## config.mk

```make
export PLATFORM = sky130hd
export DESIGN_NAME = lbp_backlight
export DESIGN_NICKNAME = d
export VERILOG_FILES = /design/src/lbp_pkg.sv /design/src/lbp_timing_if.sv /design/src/lbp_backlight.sv /design/src/lbp_tick.sv /design/src/lbp_string.sv
export SDC_FILE = /design/constraint.sdc
export NUM_CORES = 1
export LEC_CHECK = 0
export ABC_AREA = 1
export BUFFER_PORTS_ARGS = -buffer_cell sky130_fd_sc_hd__buf_2
export CORE_MARGIN = 4
export CORE_UTILIZATION = 54
export CTS_BUF_LIST = sky130_fd_sc_hd__clkbuf_4
export DETAILED_ROUTE_END_ITERATION = 10
export MAX_ROUTING_LAYER = met4
export PLACE_DENSITY = 0.77
export SLEW_MARGIN = 5
export SYNTH_ARGS = -nofsm -noshare
export SYNTH_HDL_FRONTEND = slang
export SYNTH_SLANG_ARGS = --single-unit
```

## constraint.sdc

```tcl
create_clock -name clk_i -period 2.44 [get_ports clk_i]
set_input_delay 0.488 -clock clk_i [delete_from_list [all_inputs] [get_ports clk_i]]
set_output_delay 0.488 -clock clk_i [all_outputs]
set_load 0.02 [all_outputs]
```

## src/lbp_pkg.sv

```systemverilog
// Purpose: Shared constants for the LED backlight PWM control block.
// Assumes: 20 MHz system clock, 32-bit classic Wishbone with word-spaced registers.
// Notes: Register indices are multiplied by four to form byte addresses.
package lbp_pkg;
   localparam int CLK_HZ = 20000000;
   localparam int STEP_HZ = 2000000;
   localparam int STEP_DIV = CLK_HZ / STEP_HZ;
   localparam int PWM_PERIOD_STEPS = 95;
   localparam int PERIOD_CYCLES = STEP_DIV * PWM_PERIOD_STEPS;
   localparam int DIM_STEP_MS = 40;
   localparam int RAMP_STEP_MS = 1;
   localparam int DIM_CYCLES = CLK_HZ / 1000 * DIM_STEP_MS;
   localparam int RAMP_CYCLES = CLK_HZ / 1000 * RAMP_STEP_MS;
   localparam int TICK_W = 20;
   localparam int DIV_W = 4;
   localparam int STRINGS = 3;
   localparam int ADR_W = 10;

   localparam logic [6:0] PWM_STEPS = 7'(PWM_PERIOD_STEPS);
   localparam logic [6:0] PWM_LAST = 7'(PWM_PERIOD_STEPS - 1);
   localparam logic [6:0] PWM_MIN_RATIO = 7'h10;

   localparam logic [7:0] REG_BOOST = 8'h46;
   localparam logic [7:0] REG_SINK_CTRL = 8'h47;
   localparam logic [7:0] REG_IDLE_CODE = 8'h48;
   localparam logic [7:0] REG_CODE_BASE = 8'h49;
   localparam logic [7:0] REG_PWM_BASE = 8'h4C;

   localparam int BOOST_EN_BIT = 0;
   localparam int INCLUDE_LSB = 1;
   localparam int ILIM_BIT = 4;
   localparam int FRQ_BIT = 5;
   localparam int MASK_BIT = 6;
   localparam int SINK_EN_LSB = 0;
   localparam int SINK_RAMP_LSB = 1;
   localparam int MODE3_BIT = 6;
   localparam int DRIVE_MODE_BIT = 7;
   localparam int DIM_BIT = 7;

   localparam logic [6:0] BOOST_RST = 7'h00;
   localparam logic [7:0] SINK_CTRL_RST = 8'h00;
   localparam logic [7:0] CODE_RST = 8'h00;
   localparam logic [7:0] PWM_RST = 8'h00;
endpackage

```

## src/lbp_timing_if.sv

```systemverilog
// Purpose: Carries the step, period and slow-rate enables to each string.
// Assumes: All signals are one-cycle pulses on clk_i except phase.
// Notes: Phase counts PWM steps within one period.
`timescale 1ns/100ps
`default_nettype none
interface lbp_timing_if;
   logic step_en;
   logic wrap;
   logic dim_en;
   logic ms_en;
   logic [6:0] phase;
   modport gen(output step_en, wrap, dim_en, ms_en, phase);
   modport cons(input step_en, wrap, dim_en, ms_en, phase);
endinterface
`default_nettype wire

```

## src/lbp_backlight.sv

```systemverilog
// Purpose: Backlight LED PWM and boost control with a Wishbone register file.
// Assumes: Fault detector inputs are synchronous to clk_i and high while active.
// Notes: Register byte address is four times the register index; data in bits 7:0.
//
// Overview of operation
// - Each PWM waveform repeats every 95 steps of the 2 MHz step clock.
// - Current mode duty is 0 or spans 16 to 95 of the 95 steps of the period.
// - A ratio above 95 holds the string switch permanently on.
// - Active part uses the string code; idle part uses the shared code.
// - With dimming set, ratio moves one step every 40 ms to target.
// - With dimming clear, a new ratio applies from the next period start.
// - Each string takes an 8-bit logarithmic current code, 256 steps.
// - With ramp set, code moves one step per 1 ms per string.
// - Boost turns itself off on over-voltage or over-current.
// - Boost fault sets read-only event flag in boost bit 7.
// - Boost bit 6 masks the fault from the active-low interrupt.
// - Boost bit 5 selects 1 MHz or 2 MHz switching.
// - Boost bit 4 selects 710 mA or 1000 mA inductor limit.
// - Boost bits 1 to 3 include each string in loop regulation.
// - String three PWM-only mode drops loop inclusion, allows 0 to 100 percent.
// - Clearing a sink enable clears its loop inclusion bit.
`timescale 1ns/100ps
`default_nettype none
module lbp_backlight #(
   parameter int DIM_CYCLES = lbp_pkg::DIM_CYCLES,
   parameter int RAMP_CYCLES = lbp_pkg::RAMP_CYCLES
) (
   input wire logic clk_i,
   input wire logic rst_i,
   input wire logic [lbp_pkg::ADR_W-1:0] adr_i,
   input wire logic [31:0] dat_i,
   output logic [31:0] dat_o,
   input wire logic we_i,
   input wire logic [3:0] sel_i,
   input wire logic cyc_i,
   input wire logic stb_i,
   output logic ack_o,
   input wire logic over_voltage_i,
   input wire logic over_current_i,
   output logic interrupt_out_n_o,
   output logic boost_enable_o,
   output logic string1_loop_include_o,
   output logic string2_loop_include_o,
   output logic string3_loop_include_o,
   output logic inductor_limit_select_o,
   output logic switching_rate_select_o,
   output logic current_drive_mode_o,
   output logic sink1_enable_o,
   output logic sink2_enable_o,
   output logic sink3_enable_o,
   output logic [2:0] string_switch_o,
   output logic [7:0] log_current_code1_o,
   output logic [7:0] log_current_code2_o,
   output logic [7:0] log_current_code3_o
);
   localparam int N = lbp_pkg::STRINGS;

   lbp_timing_if tm();

   logic [7:0] idx;
   logic req;
   logic wr;
   logic rd_boost;
   logic [7:0] rdata;
   logic [6:0] boost;
   logic [6:0] next_boost;
   logic fault_flag;
   logic fault_evt;
   logic [7:0] sink_ctrl;
   logic [7:0] next_sink;
   logic [7:0] shared_idle_current;
   logic [7:0] idle_app;
   logic [7:0] code_tgt [N];
   logic [7:0] pwm_ctrl [N];
   logic [6:0] ratio_app [N];
   logic [7:0] code_app [N];
   logic [7:0] code_q [N];
   logic [N-1:0] sink_en;
   logic [N-1:0] drive_en;
   logic [N-1:0] sw_q;
   logic pwm_only;

   assign idx = adr_i[9:2];
   assign req = cyc_i && stb_i && !ack_o;
   assign wr = req && we_i && sel_i[0];
   assign rd_boost = req && !we_i && (idx == lbp_pkg::REG_BOOST);
   assign pwm_only = !sink_ctrl[lbp_pkg::MODE3_BIT];

   lbp_tick #(
      .DIM_CYCLES(DIM_CYCLES),
      .RAMP_CYCLES(RAMP_CYCLES)
   ) u_tick (
      .clk_i(clk_i),
      .rst_i(rst_i),
      .tm(tm)
   );

   // Wishbone answer one cycle after the request is seen.
   always_ff @(posedge clk_i) begin
      if (rst_i) begin
         ack_o <= 1'b0;
         dat_o <= 32'h00000000;
      end else begin
         ack_o <= req;
         if (req) begin
            dat_o <= {24'h000000, rdata};
         end
      end
   end

   always_comb begin
      rdata = 8'h00;
      case (idx)
         lbp_pkg::REG_BOOST: rdata = {fault_flag, boost};
         lbp_pkg::REG_SINK_CTRL: rdata = sink_ctrl;
         lbp_pkg::REG_IDLE_CODE: rdata = shared_idle_current;
         default: rdata = 8'h00;
      endcase
      for (int k = 0; k < N; k++) begin
         if (idx == lbp_pkg::REG_CODE_BASE + 8'(k)) begin
            rdata = code_tgt[k];
         end
         if (idx == lbp_pkg::REG_PWM_BASE + 8'(k)) begin
            rdata = pwm_ctrl[k];
         end
      end
   end

   always_comb begin
      next_sink = sink_ctrl;
      if (wr && idx == lbp_pkg::REG_SINK_CTRL) begin
         next_sink = dat_i[7:0];
      end
      if (!next_sink[lbp_pkg::MODE3_BIT]) begin
         next_sink[lbp_pkg::SINK_EN_LSB + 2 * (N - 1)] = 1'b0;
      end
   end

   always_ff @(posedge clk_i) begin
      if (rst_i) begin
         sink_ctrl <= lbp_pkg::SINK_CTRL_RST;
      end else begin
         sink_ctrl <= next_sink;
      end
   end

   assign fault_evt = (over_voltage_i || over_current_i) && boost[lbp_pkg::BOOST_EN_BIT];

   always_comb begin
      next_boost = boost;
      if (wr && idx == lbp_pkg::REG_BOOST) begin
         next_boost = dat_i[6:0];
      end
      for (int k = 0; k < N; k++) begin
         next_boost[lbp_pkg::INCLUDE_LSB + k] = next_boost[lbp_pkg::INCLUDE_LSB + k]
            && next_sink[lbp_pkg::SINK_EN_LSB + 2 * k];
      end
      if (fault_evt) begin
         next_boost[lbp_pkg::BOOST_EN_BIT] = 1'b0;
      end
   end

   always_ff @(posedge clk_i) begin
      if (rst_i) begin
         boost <= lbp_pkg::BOOST_RST;
      end else begin
         boost <= next_boost;
      end
   end

   always_ff @(posedge clk_i) begin
      if (rst_i) begin
         fault_flag <= 1'b0;
      end else if (fault_evt) begin
         fault_flag <= 1'b1;
      end else if (rd_boost) begin
         fault_flag <= 1'b0;
      end
   end

   always_ff @(posedge clk_i) begin
      if (rst_i) begin
         interrupt_out_n_o <= 1'b1;
      end else begin
         interrupt_out_n_o <= !(fault_flag && !boost[lbp_pkg::MASK_BIT]);
      end
   end

   always_ff @(posedge clk_i) begin
      if (rst_i) begin
         shared_idle_current <= lbp_pkg::CODE_RST;
         idle_app <= lbp_pkg::CODE_RST;
      end else begin
         if (wr && idx == lbp_pkg::REG_IDLE_CODE) begin
            shared_idle_current <= dat_i[7:0];
         end
         if (tm.wrap) begin
            idle_app <= shared_idle_current;
         end
      end
   end

   assign boost_enable_o = boost[lbp_pkg::BOOST_EN_BIT];
   assign string1_loop_include_o = boost[lbp_pkg::INCLUDE_LSB];
   assign string2_loop_include_o = boost[lbp_pkg::INCLUDE_LSB + 1];
   assign string3_loop_include_o = boost[lbp_pkg::INCLUDE_LSB + 2];
   assign inductor_limit_select_o = boost[lbp_pkg::ILIM_BIT];
   assign switching_rate_select_o = boost[lbp_pkg::FRQ_BIT];
   assign current_drive_mode_o = sink_ctrl[lbp_pkg::DRIVE_MODE_BIT];
   assign sink1_enable_o = sink_ctrl[lbp_pkg::SINK_EN_LSB];
   assign sink2_enable_o = sink_ctrl[lbp_pkg::SINK_EN_LSB + 2];
   assign sink3_enable_o = sink_ctrl[lbp_pkg::SINK_EN_LSB + 4];
   assign string_switch_o = sw_q;
   assign log_current_code1_o = code_q[0];
   assign log_current_code2_o = code_q[1];
   assign log_current_code3_o = code_q[2];

   for (genvar i = 0; i < N; i++) begin : g_str
      localparam bit IS_LAST = (i == N - 1);
      logic sw_next;

      assign sink_en[i] = sink_ctrl[lbp_pkg::SINK_EN_LSB + 2 * i];
      assign drive_en[i] = sink_en[i] || (IS_LAST && pwm_only);

      always_ff @(posedge clk_i) begin
         if (rst_i) begin
            code_tgt[i] <= lbp_pkg::CODE_RST;
            pwm_ctrl[i] <= lbp_pkg::PWM_RST;
         end else begin
            if (wr && idx == lbp_pkg::REG_CODE_BASE + 8'(i)) begin
               code_tgt[i] <= dat_i[7:0];
            end
            if (wr && idx == lbp_pkg::REG_PWM_BASE + 8'(i)) begin
               pwm_ctrl[i] <= dat_i[7:0];
            end
         end
      end

      lbp_string u_str (
         .clk_i(clk_i),
         .rst_i(rst_i),
         .tm(tm),
         .ratio_tgt_i(pwm_ctrl[i][6:0]),
         .dim_i(pwm_ctrl[i][lbp_pkg::DIM_BIT]),
         .code_tgt_i(code_tgt[i]),
         .ramp_i(sink_ctrl[lbp_pkg::SINK_RAMP_LSB + 2 * i]),
         .pwm_only_i(IS_LAST && pwm_only),
         .ratio_o(ratio_app[i]),
         .code_o(code_app[i])
      );

      assign sw_next = drive_en[i] && (tm.phase < ratio_app[i]);

      always_ff @(posedge clk_i) begin
         if (rst_i) begin
            sw_q[i] <= 1'b0;
            code_q[i] <= 8'h00;
         end else begin
            sw_q[i] <= sw_next;
            code_q[i] <= !drive_en[i] ? 8'h00 : (sw_next ? code_app[i] : idle_app);
         end
      end

   end
endmodule
`default_nettype wire

```

## src/lbp_tick.sv

```systemverilog
// Purpose: Step clock enable, PWM phase counter and slow dimming and ramp enables.
// Assumes: One clock; slower rates are single-cycle enables.
// Notes: Wrap pulses in the first cycle of each new period.
`timescale 1ns/100ps
`default_nettype none
module lbp_tick #(
   parameter int DIM_CYCLES = lbp_pkg::DIM_CYCLES,
   parameter int RAMP_CYCLES = lbp_pkg::RAMP_CYCLES
) (
   input wire logic clk_i,
   input wire logic rst_i,
   lbp_timing_if.gen tm
);
   logic [lbp_pkg::DIV_W-1:0] div;
   logic [lbp_pkg::TICK_W-1:0] dim_cnt;
   logic [lbp_pkg::TICK_W-1:0] ms_cnt;
   logic div_end;

   assign div_end = (div == lbp_pkg::DIV_W'(lbp_pkg::STEP_DIV - 1));

   always_ff @(posedge clk_i) begin
      if (rst_i || div_end) begin
         div <= '0;
      end else begin
         div <= div + lbp_pkg::DIV_W'(1);
      end
   end

   always_ff @(posedge clk_i) begin
      if (rst_i) begin
         tm.step_en <= 1'b0;
         tm.wrap <= 1'b0;
         tm.phase <= 7'h00;
      end else begin
         tm.step_en <= div_end;
         tm.wrap <= div_end && (tm.phase == lbp_pkg::PWM_LAST);
         if (div_end) begin
            tm.phase <= (tm.phase == lbp_pkg::PWM_LAST) ? 7'h00 : tm.phase + 7'h01;
         end
      end
   end

   always_ff @(posedge clk_i) begin
      if (rst_i || dim_cnt == lbp_pkg::TICK_W'(DIM_CYCLES - 1)) begin
         dim_cnt <= '0;
      end else begin
         dim_cnt <= dim_cnt + lbp_pkg::TICK_W'(1);
      end
   end

   always_ff @(posedge clk_i) begin
      if (rst_i || ms_cnt == lbp_pkg::TICK_W'(RAMP_CYCLES - 1)) begin
         ms_cnt <= '0;
      end else begin
         ms_cnt <= ms_cnt + lbp_pkg::TICK_W'(1);
      end
   end

   always_ff @(posedge clk_i) begin
      if (rst_i) begin
         tm.dim_en <= 1'b0;
         tm.ms_en <= 1'b0;
      end else begin
         tm.dim_en <= (dim_cnt == lbp_pkg::TICK_W'(DIM_CYCLES - 1));
         tm.ms_en <= (ms_cnt == lbp_pkg::TICK_W'(RAMP_CYCLES - 1));
      end
   end

   // Helper counts cycles between period wraps.
   logic [9:0] gap;
   logic seen;
   always_ff @(posedge clk_i) begin
      if (rst_i) begin
         gap <= 10'h000;
         seen <= 1'b0;
      end else begin
         gap <= tm.wrap ? 10'h000 : gap + 10'h001;
         seen <= seen | tm.wrap;
      end
   end
endmodule
`default_nettype wire

```

## src/lbp_string.sv

```systemverilog
// Purpose: One string: PWM ratio dimming, current code ramping, period-aligned adoption.
// Assumes: Enables come from lbp_tick through the timing interface.
// Notes: ratio_o and code_o change only in a wrap cycle.
`timescale 1ns/100ps
`default_nettype none
module lbp_string (
   input wire logic clk_i,
   input wire logic rst_i,
   lbp_timing_if.cons tm,
   input wire logic [6:0] ratio_tgt_i,
   input wire logic dim_i,
   input wire logic [7:0] code_tgt_i,
   input wire logic ramp_i,
   input wire logic pwm_only_i,
   output logic [6:0] ratio_o,
   output logic [7:0] code_o
);
   logic [6:0] work_ratio;
   logic [7:0] work_code;
   logic [6:0] next_ratio;

   always_ff @(posedge clk_i) begin
      if (rst_i) begin
         work_ratio <= 7'h00;
      end else if (!dim_i) begin
         work_ratio <= ratio_tgt_i;
      end else if (tm.dim_en && work_ratio < ratio_tgt_i) begin
         work_ratio <= work_ratio + 7'h01;
      end else if (tm.dim_en && work_ratio > ratio_tgt_i) begin
         work_ratio <= work_ratio - 7'h01;
      end
   end

   always_ff @(posedge clk_i) begin
      if (rst_i) begin
         work_code <= 8'h00;
      end else if (!ramp_i) begin
         work_code <= code_tgt_i;
      end else if (tm.ms_en && work_code < code_tgt_i) begin
         work_code <= work_code + 8'h01;
      end else if (tm.ms_en && work_code > code_tgt_i) begin
         work_code <= work_code - 8'h01;
      end
   end

   always_comb begin
      next_ratio = work_ratio;
      if (!pwm_only_i && work_ratio != 7'h00 && work_ratio < lbp_pkg::PWM_MIN_RATIO) begin
         next_ratio = lbp_pkg::PWM_MIN_RATIO;
      end
   end

   always_ff @(posedge clk_i) begin
      if (rst_i) begin
         ratio_o <= 7'h00;
         code_o <= 8'h00;
      end else if (tm.wrap) begin
         ratio_o <= next_ratio;
         code_o <= work_code;
      end
   end
endmodule
`default_nettype wire

```

# [Word-level counts from Yosys, hierarchy flattened]
# Memory sizes are Yosys's and may differ from the RTL's.
# Index checks and enable logic that the tools add are counted.
[classes] reduce_logical=55 n_bitwise=9 n_addsub=16 mux=70 n_eq_ne=19 magnitude_cmp=18
[ops] operator="two-way mux 8 bit" n=30
[ops] operator="two-way mux 7 bit" n=14
[ops] operator="== test 8 x 7 -> 1 bit (second input constant)" n=9
[ops] operator="less-than comparator 7 bit" n=6
[ops] operator="adder 20 x 1 -> 20 bit (second input constant)" n=2
[ops] operator="logical AND 1 bit" n=40
[ops] operator="adder 7 x 1 -> 7 bit (second input constant)" n=4
[ops] operator="adder 8 x 1 -> 8 bit (second input constant)" n=3
[ops] operator="> comparator 8 bit" n=3
[ops] operator="less-than comparator 8 bit" n=3
[ops] operator="two-way mux 1 bit" n=24
[ops] operator="case mux 8 bit (3 select lines)" n=1
[ops] operator="subtractor 8 x 1 -> 8 bit (second input constant)" n=3
[ops] operator="> comparator 7 bit" n=3
[ops] operator="less-than comparator 7 x 5 -> 1 bit (second input constant)" n=3
[ops] operator="nonzero test 7 bit" n=3
[ops] operator="subtractor 7 x 1 -> 7 bit (second input constant)" n=3
[ops] operator="== test 20 x 15 -> 1 bit (second input constant)" n=1
[ops] operator="== test 20 bit (second input constant)" n=1
[ops] operator="!= test 3 x 1 -> 1 bit (second input constant)" n=3
[ops] operator="!= test 3 bit (second input constant)" n=3
[ops] operator="bitwise OR 1 bit" n=9
[ops] operator="== test 7 bit (second input constant)" n=1
[ops] operator="logical NOT 1 bit" n=5
[ops] operator="6 further kinds" n=10
[totals] memories=3 reg_bits=189 mem_bits_rw=72
[mem_list] memory="code_q" depth=3 width=8 rd=3 rd_ports_with_merged_regs=0 wr=3 line_no="lbp_backlight.sv:77" text="logic [7:0] code_q [N];"
[mem_list] memory="code_tgt" depth=3 width=8 rd=3 rd_ports_with_merged_regs=0 wr=3 line_no="lbp_backlight.sv:73" text="logic [7:0] code_tgt [N];"
[mem_list] memory="pwm_ctrl" depth=3 width=8 rd=3 rd_ports_with_merged_regs=0 wr=3 line_no="lbp_backlight.sv:74" text="logic [7:0] pwm_ctrl [N];"

# [Logic depth before layout (Yosys ltp)]
[depth] word_depth=9 ltp_mapped=18

# [Hierarchy]
# Synthesis repeated with hierarchy kept, for this count alone.
[hier_totals] cells_unflattened=1947 area_unflattened_um2=14520.2
[by_module_without_submodules] module="lbp_backlight" cells_per_inst=669 area_per_inst_um2=5544.1 n_inst=1 seq_area_each_um2=2822.7
[by_module_without_submodules] module="lbp_string at g_str[1].u_str ..." cells_per_inst=301 area_per_inst_um2=2118.3 n_inst=2 seq_area_each_um2=600.6
[by_module_without_submodules] module="lbp_tick" cells_per_inst=378 area_per_inst_um2=2625.0 n_inst=1 seq_area_each_um2=1101.1
[by_module_without_submodules] module="lbp_string at g_str[0].u_str" cells_per_inst=298 area_per_inst_um2=2114.5 n_inst=1 seq_area_each_um2=600.6

# [Worst setup path before layout]
# No wires, ideal clock.
[synth_path] path_kind="register to register" startpoint="memory pwm_ctrl[0][2]" endpoint="register g_str[0].u_str.work_ratio[3]" t_required_ns=2.323 period_less_slack_ns=2.417 path_slack_ns=0.023 arrival_ns=2.300 setup_time_ns=0.117 stages_incl_launch_ff=13 path_cell_list="edfxtp_1 -> inv_1 -> ha_1 -> a21o_1 -> o21ai_0 -> nand2_1 -> ha_1 -> a21o_1 -> a31oi_1 -> xor2_1 -> o21ai_0 -> nor2_1 -> nor2_1"
[synth_lines] item="start: declaration" line_no="lbp_backlight.sv:74"
[synth_lines] item="end signal: assignment" line_no="lbp_string.sv:26" text="work_ratio <= ratio_tgt_i;"
[synth_lines] item="end signal: assignment" line_no="lbp_string.sv:28" text="work_ratio <= work_ratio + 7'h01;"
[synth_lines] item="end signal: assignment" line_no="lbp_string.sv:30" text="work_ratio <= work_ratio - 7'h01;"
[synth_lines] item="end: declaration" line_no="lbp_string.sv:18" text="logic [6:0] work_ratio;"

==> impl_metrics.json <==
{
  "status": "finished with violations",
  "violations": "negative setup slack",
  "synth-async-reset-ratio_pct": 0,
  "start_util_pct": 54.7,
  "track_usage_pct": 27.9,
  "slowest_stage": "edfxtp_1",
  "clock-sinks": 261,
  "slew_viol_final": 0,
  "start_kind": "register",
  "slew_headroom_pct": 49.8,
  "final.fill_count": 1974,
  "period_needed_ns": 2.66,
  "crit_fanout": 7,
  "seqCellArea_um2": 5710,
  "rsz0062_at_grt": "yes",
  "irDropWorstVdd_uv": 381,
  "syn_area_um2": 14200,
  "crit_type": "register to register",
  "cts_hold_buffers": 0,
  "yosys.area.top_type": "dfxtp_1",
  "synth_ff_type": "dfxtp_1",
  "crit_path_end_kind": "register",
  "synth_top_family_by_area": "simple AND/OR/NAND/NOR gates",
  "antenna_found_initial": 1,
  "overflow": 0,
  "seq_power_share_pct": 45.8,
  "synthCells": 1867,
  "synth_xor_area_share_pct": 1.66,
  "drv_cap": 0,
  "io_buffers": 70,
  "setup_viol_count_final": 9,
  "routabilityCongestion": 0.958,
  "hold_path_class": "input pin to register",
  "grt_pass1_vias": 13200,
  "synth_top_cell_area_share_pct": 30.0,
  "yosysWarnings": 0,
  "num_io_pins": 124,
  "clk_path_buf_depth": 3,
  "period_share_pct": 109,
  "synth_simple_gate_area_share_pct": 22.5,
  "worstPathCellList": "inv_1 -> ha_1 -> a21oi_2 -> nor2_1 -> nor2_2 -> nand2_4 -> buf_6 -> ha_4 -> nand2_2 -> inv_2 -> nand4_1 -> a31o_2 -> nand3_2 -> o211ai_1 -> a21oi_1",
  "syn-mean-instance-area_um2": 7.61,
  "core_area_um2": 26000,
  "power.switching_uw": 2760,
  "finalPower_uw": 9890,
  "power_density_nw_per_um2": 543,
  "dpl.hpwl_um": 28300,
  "dieArea_um2": 29000,
  "die_h_um": 170,
  "final_layout_size_suffix_gt1_share_pct": 26.5,
  "grt_max_degree": 61,
  "yosysSeqAreaShare_pct": 40.1,
  "clk_latency_ns": 0.74,
  "max_stage_delay_ns": 0.42,
  "hold_viol_final": 0,
  "fp.dieW_um": 170,
  "ys_seq_elements": 261,
  "p_comb_share_pct": 13.0,
  "grt_pass1_wl_um": 64100,
  "htreeDepth": 3,
  "synth_compound_area_share_pct": 16.7,
  "cp.arrival_ns": 3.28,
  "vias": 14500,
  "yosys-top-cells-count": "nand2_1, inv_1, dfxtp_1",
  "fmax_mhz": 376,
  "num_rows": 59,
  "multiInputGateArea_um2": 8320,
  "cts_tree": "built",
  "numCtsBuffers": 72,
  "cts.clk_slew.worst_paths_ns": 0.07,
  "synthMostInstantiatedCell": "nand2_1",
  "synth_area_leaders": "dfxtp_1, edfxtp_1, ha_1",
  "viasPerCell": 5.68,
  "skew_ns": 0.0594,
  "swShare_pct": 27.9,
  "worst_slack_ns": -0.220,
  "drt_iter0_markers": 1572,
  "internal_power_uw": 7140,
  "synth_edf_count": 48,
  "drc_errors": 0,
  "yosys.area_share.adder_pct": 10.1,
  "dr.pass1.iters": 8,
  "cts_root_buffer": "clkbuf_4",
  "drtAntennaViolNets": 0,
  "post_drt_wl_per_cell_um": 16.8,
  "cp_data_required_time_ns": 3.06,
  "syn_to_final_growth_pct": 28.3,
  "p_leak_uw": 0.00802,
  "ys_types": 50,
  "worstMarginPinSlew_ns": 0.744,
  "wirelength_um": 43100,
  "setup_tns_ns": -0.663,
  "synth_mux_area_share_pct": 0,
  "nets": 2332,
  "pwr-share-clk_pct": 41.2
}
state kept, by name (all words and copies together) (netlist names):
name,count
code_q,24
code_tgt,24
g_str.u_str.code_o,24
g_str.u_str.work_code,24
pwm_ctrl,24
g_str.u_str.ratio_o,21
g_str.u_str.work_ratio,21
u_tick.dim_cnt,20
u_tick.ms_cnt,20
dat_o,8
idle_app,8
shared_idle_current,8
sink_ctrl,8
boost,7
u_tick.tm.phase,7
u_tick.div,4
string_switch_o,3
ack_o,1
fault_flag,1
interrupt_out_n_o,1
u_tick.tm.dim_en,1
u_tick.tm.ms_en,1
u_tick.tm.wrap,1
power groups by stage:
| stage | Clock, uW | Combinational [uW] | Sequential (uW) |
|---|---|---|---|
| floorplan | 0 | 625 | 4630 |
| global placement | 0 | 976 | 4620 |
| detailed placement | 0 | 1010 | 4620 |
| CTS | 4100 | 1050 | 4530 |
| global route | 4410 | 1390 | 4540 |
| finish | 4080 | 1280 | 4540 |
metal layers:
layer | global-route usage [%] | vias up | share of wire, %
li1 | - | 6885 | -
met1 | 35.5 | 6762 | 40
met2 | 44.8 | 739 | 47
met3 | 5.46 | 151 | 9.8
met4 | 9.51 | 0 | 3.3
met5 | - | - | 0
stage by stage:
step	area (um2)	std cells	utilization (%)	setup WS (ns)	hold WS (ns)
finish	18200	2560	70.2	-0.220	0.0931
CTS	17200	2532	66.2	-0.0416	0.0710
global placement	16000	2394	61.6	-0.147	0.440
detailed placement	16000	2394	61.6	-0.209	0.448
floorplan	14300	1890	-	0.0232	0.394
global route	18200	2560	70.2	-0.323	0.103
path summary, 6_finish.rpt:
kind	slack, ns	start	endpoint	cells past startpoint
hold reg to reg	0.46	u_tick.ms_cnt[0]$_SDFF_PP0_	u_tick.ms_cnt[0]$_SDFF_PP0_	1
hold / removal	0.09	we_i	fault_flag$_SDFFE_PP0P_	3
setup / recovery	-0.22	pwm_ctrl[2][4]$_SDFFCE_PN0P_	g_str[2].u_str.work_ratio[5]$_SDFFE_PP0P_	15
setup reg to reg	-0.22	pwm_ctrl[2][4]$_SDFFCE_PN0P_	g_str[2].u_str.work_ratio[5]$_SDFFE_PP0P_	15
cell usage in the layout (no fill, tap or decap), types with 7 or more instances in the layout:
| cell | Yosys | routed |
|---|---|---|
| a211oi_1 | 19 | 17 |
| buf_4 | 25 | 188 |
| o211ai_1 | 9 | 9 |
| o21ai_1 | 6 | 14 |
| nor4_1 | 8 | 8 |
| buf_2 | 10 | 70 |
| edfxtp_1 | 48 | 48 |
| a31oi_1 | 12 | 10 |
| nand2_1 | 313 | 283 |
| clkinv_1 | 7 | 28 |
| o21a_1 | 7 | 7 |
| conb_1 | 1 | 24 |
| nand3_2 | 4 | 16 |
| nor2_2 | 8 | 18 |
| clkbuf_4 | 0 | 99 |
| inv_2 | 9 | 34 |
| ha_1 | 105 | 63 |
| a21oi_1 | 194 | 170 |
| nand3_1 | 99 | 85 |
| o211a_1 | 8 | 8 |
| nor3_1 | 15 | 15 |
| buf_6 | 1 | 12 |
| a21o_1 | 7 | 7 |
| nor2_1 | 208 | 196 |
| nand4_1 | 36 | 36 |
| inv_1 | 216 | 191 |
| nand2_2 | 2 | 20 |
| xor2_1 | 13 | 13 |
| dfxtp_1 | 213 | 213 |
| a21oi_2 | 0 | 21 |
| ha_4 | 0 | 41 |
| nor2_4 | 6 | 8 |
| nor3b_1 | 9 | 9 |
| xnor2_1 | 14 | 11 |
| nand2_4 | 0 | 13 |
| o21ai_0 | 161 | 148 |
kinds of logic (layout without fill, tap and decap cells):
| logic type | count (synthesis) | after routing |
|---|---|---|
| AND/OR/NAND/NOR | 729 | 730 |
| AO/OA/AOI/OAI | 435 | 435 |
| buffers and inverters | 303 | 636 |
| flip-flops | 261 | 261 |
| adder cells (fa/ha/maj) | 111 | 111 |
| XOR/XNOR | 27 | 27 |
| other | 1 | 25 |
final cells by class:
class	count	area share, %
clock inverter	31	1.08
clock buffer	99	4.08
tap	335	2.30
inverter	232	4.78
timing repair buffer	274	10.8
antenna	1	0.0137
sequential	261	31.3
multi-input combinational	1327	45.6
worst max-delay path, delay by kind of cell, from the launching register on:
family                     cells  cell delay [ns]
adders and majority gates      2             0.53
AOI/OAI and AO/OA              4             0.73
buffers and inverters          3             0.29
and+or+nand+nor                6             0.62
DFF                            1             0.42
timing repair:
item	4_1_cts	5_1_grt
setup buffers	7	27
gates resized for setup	37	175
setup endpoints to repair	31	33
gates cloned	1	0
pin swaps	17	96
Note: power is estimated with default switching activity, not from simulation.
